## config.mk

```make
export PLATFORM = sky130hd
export DESIGN_NAME = fcs_frame_counter
export DESIGN_NICKNAME = d
export VERILOG_FILES = /design/src/rtl/fcs_pkg.sv /design/src/rtl/fcs_link_if.sv /design/src/rtl/fcs_offset_report.sv /design/src/rtl/fcs_frame_counter.sv
export SDC_FILE = /design/constraint.sdc
export NUM_CORES = 1
export LEC_CHECK = 0
export BUFFER_PORTS_ARGS = -buffer_cell sky130_fd_sc_hd__buf_2
export CORE_MARGIN = 2
export CORE_UTILIZATION = 46
export CTS_BUF_LIST = sky130_fd_sc_hd__clkbuf_2
export DETAILED_ROUTE_END_ITERATION = 6
export GPL_TIMING_DRIVEN = 0
export PLACE_DENSITY = 0.75
export SYNTH_ARGS = -nofsm -noshare
export SYNTH_HDL_FRONTEND = slang
export SYNTH_SLANG_ARGS = --single-unit
```

## constraint.sdc

```tcl
create_clock -name clk -period 5.2 [get_ports clk]
set_input_delay 1.04 -clock clk [delete_from_list [all_inputs] [get_ports clk]]
set_output_delay 1.04 -clock clk [all_outputs]
set_load 0.02 [all_outputs]
```

## src/rtl/fcs_pkg.sv

```systemverilog
package fcs_pkg;
  // Counter, frame number, offset and chip offset widths
  localparam int FCS_CNT_W = 8;
  localparam int FCS_FN_W = 12;
  localparam int FCS_DOFF_W = 10;
  localparam int FCS_OFF_W = 8;
  localparam int FCS_CHIP_W = 16;
  // Offset arithmetic: default offset unit is 512 chips, one frame is 38400 chips
  localparam int FCS_DOFF_UNIT = 512;
  localparam int FCS_FRAME_CHIPS = 38400;
  // Reset values
  localparam logic [7:0] FCS_CNT_RST = 8'h00;
  localparam logic [7:0] FCS_OFF_DEF = 8'hFF;
  localparam logic [15:0] FCS_CHIP_DEF = 16'hFFFF;
  // Operating modes
  typedef enum logic {FCS_MODE_FDD, FCS_MODE_TDD} fcs_mode_t;
  // Controller states
  typedef enum logic [1:0] {FCS_IDLE, FCS_RUN, FCS_WAIT_FN} fcs_state_t;
endpackage

```

## src/rtl/fcs_link_if.sv

```systemverilog
// Frame timing signals shared between the counter and its offset reporter
interface fcs_link_if;
  import fcs_pkg::*;
  logic [FCS_CNT_W-1:0] cnt;
  logic [FCS_FN_W-1:0] tgt_fn;
  logic tgt_ok;
  logic [FCS_CHIP_W-1:0] tgt_chip;
  fcs_mode_t mode;
  logic to_tdd;
  logic req;
  logic [FCS_OFF_W-1:0] off;
  logic [FCS_CHIP_W-1:0] chip;
  logic chip_ok;
  logic vld;
  modport ctl (output cnt, tgt_fn, tgt_ok, tgt_chip, mode, to_tdd, req,
    input off, chip, chip_ok, vld);
  modport rep (input cnt, tgt_fn, tgt_ok, tgt_chip, mode, to_tdd, req,
    output off, chip, chip_ok, vld);
endinterface

```

## src/rtl/fcs_offset_report.sv

```systemverilog
// Computes one target offset report from a cell frame number and the count
module fcs_offset_report
  import fcs_pkg::*;
(
  input wire logic clk,
  input wire logic rst_n,
  fcs_link_if.rep lnk
);
  import fcs_pkg::*;

  typedef struct packed {
    logic [FCS_OFF_W-1:0] off;
    logic [FCS_CHIP_W-1:0] chip;
    logic chip_ok;
    logic vld;
  } fcs_rep_st_t;

  fcs_rep_st_t s_q;
  fcs_rep_st_t s_d;
  logic [FCS_OFF_W-1:0] diff;

  // Offset difference modulo 256 falls out of the 8-bit subtraction
  assign diff = lnk.tgt_fn[FCS_OFF_W-1:0] - lnk.cnt;

  // Next report on each request
  always_comb
  begin
    s_d = s_q;
    s_d.vld = 1'b0;
    if (lnk.req)
    begin
      s_d.vld = 1'b1;
      s_d.off = lnk.tgt_ok ? diff : FCS_OFF_DEF;
      s_d.chip = lnk.tgt_ok ? lnk.tgt_chip : FCS_CHIP_DEF;
      s_d.chip_ok = (lnk.mode == FCS_MODE_FDD) && !lnk.to_tdd;
    end
  end

  // State register
  always_ff @(posedge clk)
  begin
    if (!rst_n)
      s_q <= '{off: FCS_OFF_DEF, chip: FCS_CHIP_DEF, chip_ok: 1'b0, vld: 1'b0};
    else
      s_q <= s_d;
  end

  assign lnk.off = s_q.off;
  assign lnk.chip = s_q.chip;
  assign lnk.chip_ok = s_q.chip_ok;
  assign lnk.vld = s_q.vld;
endmodule

```

## src/rtl/fcs_frame_counter.sv

```systemverilog
module fcs_frame_counter
  import fcs_pkg::*;
(
  input wire logic clk,
  input wire logic rst_n,
  input wire fcs_pkg::fcs_mode_t mode,
  input wire logic frame_tick,
  input wire logic init_req,
  input wire logic [fcs_pkg::FCS_FN_W-1:0] cell_frame_number,
  input wire logic [fcs_pkg::FCS_DOFF_W-1:0] default_offset_fdd,
  input wire logic [fcs_pkg::FCS_OFF_W-1:0] default_offset_tdd,
  input wire logic ho_req,
  input wire logic ho_new_doff,
  input wire logic ho_frame_valid,
  input wire logic rep_req,
  input wire logic [fcs_pkg::FCS_FN_W-1:0] rep_frame_number,
  input wire logic rep_measurable,
  input wire logic [fcs_pkg::FCS_CHIP_W-1:0] rep_chip,
  input wire logic rep_to_tdd,
  input wire logic cfg_arm,
  input wire logic [fcs_pkg::FCS_CNT_W-1:0] cfg_switch_count,
  output logic [fcs_pkg::FCS_CNT_W-1:0] connection_frame_count,
  output logic count_valid,
  output logic cfg_switch,
  output logic cfg_pending,
  output logic [fcs_pkg::FCS_OFF_W-1:0] frame_offset_report,
  output logic [fcs_pkg::FCS_CHIP_W-1:0] chip_offset_report,
  output logic chip_offset_valid,
  output logic report_valid
);
  import fcs_pkg::*;

  typedef struct packed {
    fcs_state_t st;
    logic [FCS_CNT_W-1:0] cnt;
    logic armed;
    logic [FCS_CNT_W-1:0] sw_cnt;
    logic sw;
    logic [FCS_DOFF_W-1:0] doff;
    logic [FCS_OFF_W-1:0] doff_t;
    logic valid;
  } fcs_st_t;

  fcs_st_t s_q;
  fcs_st_t s_d;
  logic [FCS_CNT_W-1:0] init_val;
  logic [FCS_CNT_W-1:0] reinit_val;
  logic [FCS_CNT_W-1:0] frames_fdd;
  logic [FCS_CNT_W-1:0] frames_fdd_ho;
  fcs_link_if lnk ();

  // Whole frames of a default offset: doff*512 div 38400 (doff < 1024 gives < 14)
  function automatic logic [FCS_CNT_W-1:0] doff_frames(input logic [FCS_DOFF_W-1:0] d);
    logic [31:0] chips;
    chips = 32'(d) * 32'(FCS_DOFF_UNIT);
    return FCS_CNT_W'(chips / 32'(FCS_FRAME_CHIPS));
  endfunction

  assign frames_fdd = doff_frames(default_offset_fdd);
  assign frames_fdd_ho = doff_frames(s_q.doff);

  // Initial value from the reference or serving cell frame number, mod 256
  assign init_val = (mode == FCS_MODE_FDD)
    ? cell_frame_number[FCS_CNT_W-1:0] - frames_fdd
    : cell_frame_number[FCS_CNT_W-1:0] - default_offset_tdd;
  // Post-handover value from the latched new default offset
  assign reinit_val = (mode == FCS_MODE_FDD)
    ? cell_frame_number[FCS_CNT_W-1:0] - frames_fdd_ho
    : cell_frame_number[FCS_CNT_W-1:0] - s_q.doff_t;

  // Counter, handover and configuration switch control
  always_comb
  begin
    s_d = s_q;
    s_d.sw = 1'b0;
    unique case (s_q.st)
      FCS_IDLE:
      begin
        if (init_req)
        begin
          s_d.cnt = init_val;
          s_d.st = FCS_RUN;
          s_d.valid = 1'b1;
        end
      end
      FCS_RUN:
      begin
        if (frame_tick)
          s_d.cnt = s_q.cnt + 8'h01;
        if (init_req)
          s_d.cnt = init_val;
        else if (ho_req && ho_new_doff)
        begin
          s_d.doff = default_offset_fdd;
          s_d.doff_t = default_offset_tdd;
          s_d.st = FCS_WAIT_FN;
        end
        // A handover without a new default offset leaves the count alone
      end
      FCS_WAIT_FN:
      begin
        if (frame_tick)
          s_d.cnt = s_q.cnt + 8'h01;
        if (ho_frame_valid)
        begin
          s_d.cnt = reinit_val;
          s_d.st = FCS_RUN;
        end
      end
    endcase
    // Switch on the frame boundary that brings the count to the signalled value
    if (s_q.armed && s_q.st != FCS_IDLE && frame_tick && s_d.cnt == s_q.sw_cnt)
    begin
      s_d.sw = 1'b1;
      s_d.armed = 1'b0;
    end
    if (cfg_arm)
    begin
      s_d.armed = 1'b1;
      s_d.sw_cnt = cfg_switch_count;
    end
  end

  // State register
  always_ff @(posedge clk)
  begin
    if (!rst_n)
      s_q <= '{st: FCS_IDLE, cnt: FCS_CNT_RST, armed: 1'b0, sw_cnt: FCS_CNT_RST,
               sw: 1'b0, doff: '0, doff_t: '0, valid: 1'b0};
    else
      s_q <= s_d;
  end

  // Offset reporter fed with the live count
  assign lnk.cnt = s_q.cnt;
  assign lnk.tgt_fn = rep_frame_number;
  assign lnk.tgt_ok = rep_measurable;
  assign lnk.tgt_chip = rep_chip;
  assign lnk.mode = mode;
  assign lnk.to_tdd = rep_to_tdd;
  assign lnk.req = rep_req;

  fcs_offset_report u_rep (
    .clk(clk),
    .rst_n(rst_n),
    .lnk(lnk)
  );

  assign connection_frame_count = s_q.cnt;
  assign count_valid = s_q.valid;
  assign cfg_switch = s_q.sw;
  assign cfg_pending = s_q.armed;
  assign frame_offset_report = lnk.off;
  assign chip_offset_report = lnk.chip;
  assign chip_offset_valid = lnk.chip_ok;
  assign report_valid = lnk.vld;
endmodule

```

==> results.json <==
{
  "rsz0062_at_grt": "yes",
  "wire_per_inst_um": 14.76,
  "place_inst": 968,
  "worstMarginPinSlew_ns": 0.6328,
  "worstSetupEndpointType": "flip-flop",
  "fmax_mhz": 199.7,
  "die_h_um": 112.2,
  "dp_hpwl_mm": 11.10,
  "cp.required_ns": 5.62,
  "vias": 5662,
  "busiest_layer": "met2",
  "syn-cell-area_mm2": 0.005388,
  "leakage_nw": 2.553,
  "yosys.area_share.adder_pct": 7.106,
  "ys.flop_type": "dfxtp_1",
  "synth_top_family_by_area": "compound AO/OA/AOI/OAI gates",
  "switchingPower_mw": 0.5072,
  "gr-total-overflow": 0,
  "drc": 0,
  "mostFrequentLayoutCells": "buf_2, nand2_1, dfxtp_1",
  "synth-seq-cells": 65,
  "worstSetupPathType": "primary input to flip-flop",
  "clk_pin_slew_worst_paths_ns": 0.21,
  "ios": 115,
  "swShare_pct": 37.53,
  "yosys.area_share.simple_pct": 25.20,
  "syn_inst": 726,
  "yosysTopAreaCell": "dfxtp_1",
  "synth_compound_area_share_pct": 28.15,
  "num_rows": 39,
  "hold_path_class": "flip-flop to flip-flop",
  "p_clk_share_pct": 23.5,
  "synth_area_leaders": "dfxtp_1, nand2_1, ha_1",
  "cts.path.max_buffers": 2,
  "core_area_mm2": 0.01142,
  "async_flop_share_pct": 0,
  "setup_viol": 0,
  "gp_congestion": 0.9553,
  "synth_warnings": 0,
  "maxCapViolCount": 0,
  "nFillCells": 1137,
  "max_slew_margin_pct": 57.82,
  "grt_use_met2_pct": 36.87,
  "p_per_area_mw_per_mm2": 212.7,
  "dieArea_mm2": 0.01259,
  "drt_pre_antenna_iters": 5,
  "worstPathArrival_ns": 5.43,
  "seqPwrFrac_pct": 40.7,
  "dpl-instance-area_mm2": 0.006077,
  "numCtsBuffers": 9,
  "use_met1_pct": 32.38,
  "synth_top_area_share_pct": 24.15,
  "viasPerCell": 5.713,
  "power.total_mw": 1.351,
  "areaGrowthSynthToFinish_pct": 17.95,
  "peakVddDrop_mv": 0.1277,
  "crit_path_max_fanout": 10,
  "final_layout_size_suffix_gt1_share_pct": 22.05,
  "hold_viol_final": 0,
  "gr-usage-all-layers_pct": 22.94,
  "instances_no_fill": 991,
  "fin_worst_skew_ns": 0.03197,
  "start_util_pct": 47.18,
  "final_net_count": 949,
  "status": "finished, final reports clean",
  "period_needed_ns": 5.008,
  "synth_edf_count": 0,
  "finalWirelength_mm": 14.63,
  "ys_types": 74,
  "avgSynthCellArea_um2": 7.421,
  "drtIter0Drc": 399,
  "synth_xor_area_share_pct": 4.389,
  "tns_ns": 0,
  "syn_nets": 832,
  "portBuffers": 99,
  "grt_max_degree": 13,
  "finalCritPeriodShare_pct": 96.30,
  "antenna_found_initial": 0,
  "slew_viol_final": 0,
  "cp-start-kind": "primary input",
  "synth_seq_area_share_pct": 24.15,
  "numClockSinks": 65,
  "clockRootBuffer": "clkbuf_2",
  "die_w_um": 112.2,
  "muxShareOfSynthArea_pct": 4.134,
  "grt_pass1_vias": 5095,
  "grt_util_met3_pct": 4.158,
  "stdcell_area_mm2": 0.006355,
  "cts_tree": "done",
  "insertion_delay_ns": 0.51,
  "htreeDepth": 3,
  "p_int_mw": 0.8443,
  "comb_power_share_pct": 35.8,
  "final_common_cell": "buf_2",
  "hold_buffers": 0,
  "grt_pass1_wl_mm": 24.11,
  "postRouteAntennaNets": 0,
  "diodes": 0
}
power groups by stage:
| stage | clock network, mW | logic, mW | registers, mW |
|---|---|---|---|
| after floorplan | 0 | 0.323 | 0.569 |
| after global placement | 0 | 0.455 | 0.559 |
| after detailed placement | 0 | 0.461 | 0.560 |
| after CTS | 0.325 | 0.464 | 0.550 |
| after global routing | 0.349 | 0.535 | 0.554 |
| final | 0.317 | 0.484 | 0.550 |
flip-flops by register name, summed over array words and instances, names as in the netlist:
signal                  cells
u_rep.lnk.vld               1
cfg_switch                  1
u_rep.lnk.chip             16
cfg_pending                 1
count_valid                 1
u_rep.lnk.off               8
s_q                        28
connection_frame_count      8
u_rep.lnk.chip_ok           1
final timing paths:
check | endpoint | slack, ns | startpoint | cells past startpoint
max | cfg_pending | 0.19 | default_offset_fdd[3] | 22
min | s_q[4] | 0.48 | s_q[4] | 2
max reg2reg | cfg_pending | 0.24 | s_q[18] | 20
min reg2reg | s_q[4] | 0.48 | s_q[4] | 2
worst max-delay path, stage by stage:
cell      delay [ns]
buf_2           0.13
or3_1           0.38
o31a_1          0.26
o21ai_2         0.16
a21oi_2         0.07
or2_1           0.26
buf_4           0.18
o21ba_1         0.22
a21oi_1         0.04
a21o_1          0.19
o221a_2         0.26
ha_1            0.21
fa_2            0.35
nor2b_2         0.15
o21ai_1         0.12
a21boi_2        0.19
mux2i_1         0.09
a2111o_1        0.34
or3b_1          0.19
or3b_1          0.36
nor4_2          0.15
a21oi_1         0.10
cell families (layout without fill, tap and decap cells):
kind of cell,count (synthesis),in the layout
compound gates,226,226
mux,22,22
buf+inv,86,208
xor+xnor,27,27
simple gates,271,271
fa+ha+maj,29,29
flops,65,65
repair_timing:
item / in CTS / in global routing
setup endpoints to repair: 1 / 2
resized for setup: 1 / 46
pin swaps: 0 / 5
cloned: 0 / 0
setup buffers: 0 / 7
layout make-up:
class	instances	area, µm²	share of cell area (%)
plain buffers	54	266.5	4.194
well taps	143	178.9	2.816
flip-flops and latches	65	1305	20.54
multi-input cells	575	3821	60.13
inverters	32	120.1	1.890
clock inverters	7	70.07	1.103
clock buffers	9	45.04	0.7088
repair buffers	106	548.0	8.624
cells in the mapped netlist, types with 3 or more instances:
cell type	n
a2111o_1	3
a2111oi_0	3
a211o_1	6
a211oi_1	12
a21bo_2	3
a21boi_0	23
a21o_1	8
a21oi_1	41
a31oi_1	12
and2_1	13
and3_1	3
buf_2	8
buf_4	8
clkbuf_1	36
dfxtp_1	65
fa_1	3
ha_1	25
inv_1	31
mux2i_1	20
nand2_1	99
nand2b_1	6
nand3_1	17
nand3b_1	4
nand4_1	5
nor2_1	44
nor2b_1	26
nor3_1	20
nor3b_1	8
nor4_1	3
o211ai_1	9
o21a_1	6
o21ai_0	34
o21ai_1	10
o22ai_1	24
o31ai_1	3
or2_2	4
or3_1	4
or3b_1	3
xnor2_1	15
xor2_1	12
stage by stage:
step	hold WS (ns)	setup slack, ns	util, %
after floorplan	0.4388	0.05985	-
after global placement	0.4502	-0.5224	53.22
after detailed placement	0.4558	-0.5928	53.22
after CTS	0.4782	0.002633	54.24
after global routing	0.4996	-0.04279	55.65
final	0.4766	0.1922	55.65
metal layers:
layer	wire, µm	part of all wire [%]
met5	0	0
met4	204	1.4
met3	846	5.8
met2	6543	45
met1	7033	48
Note: power is estimated with default switching activity, not from simulation.
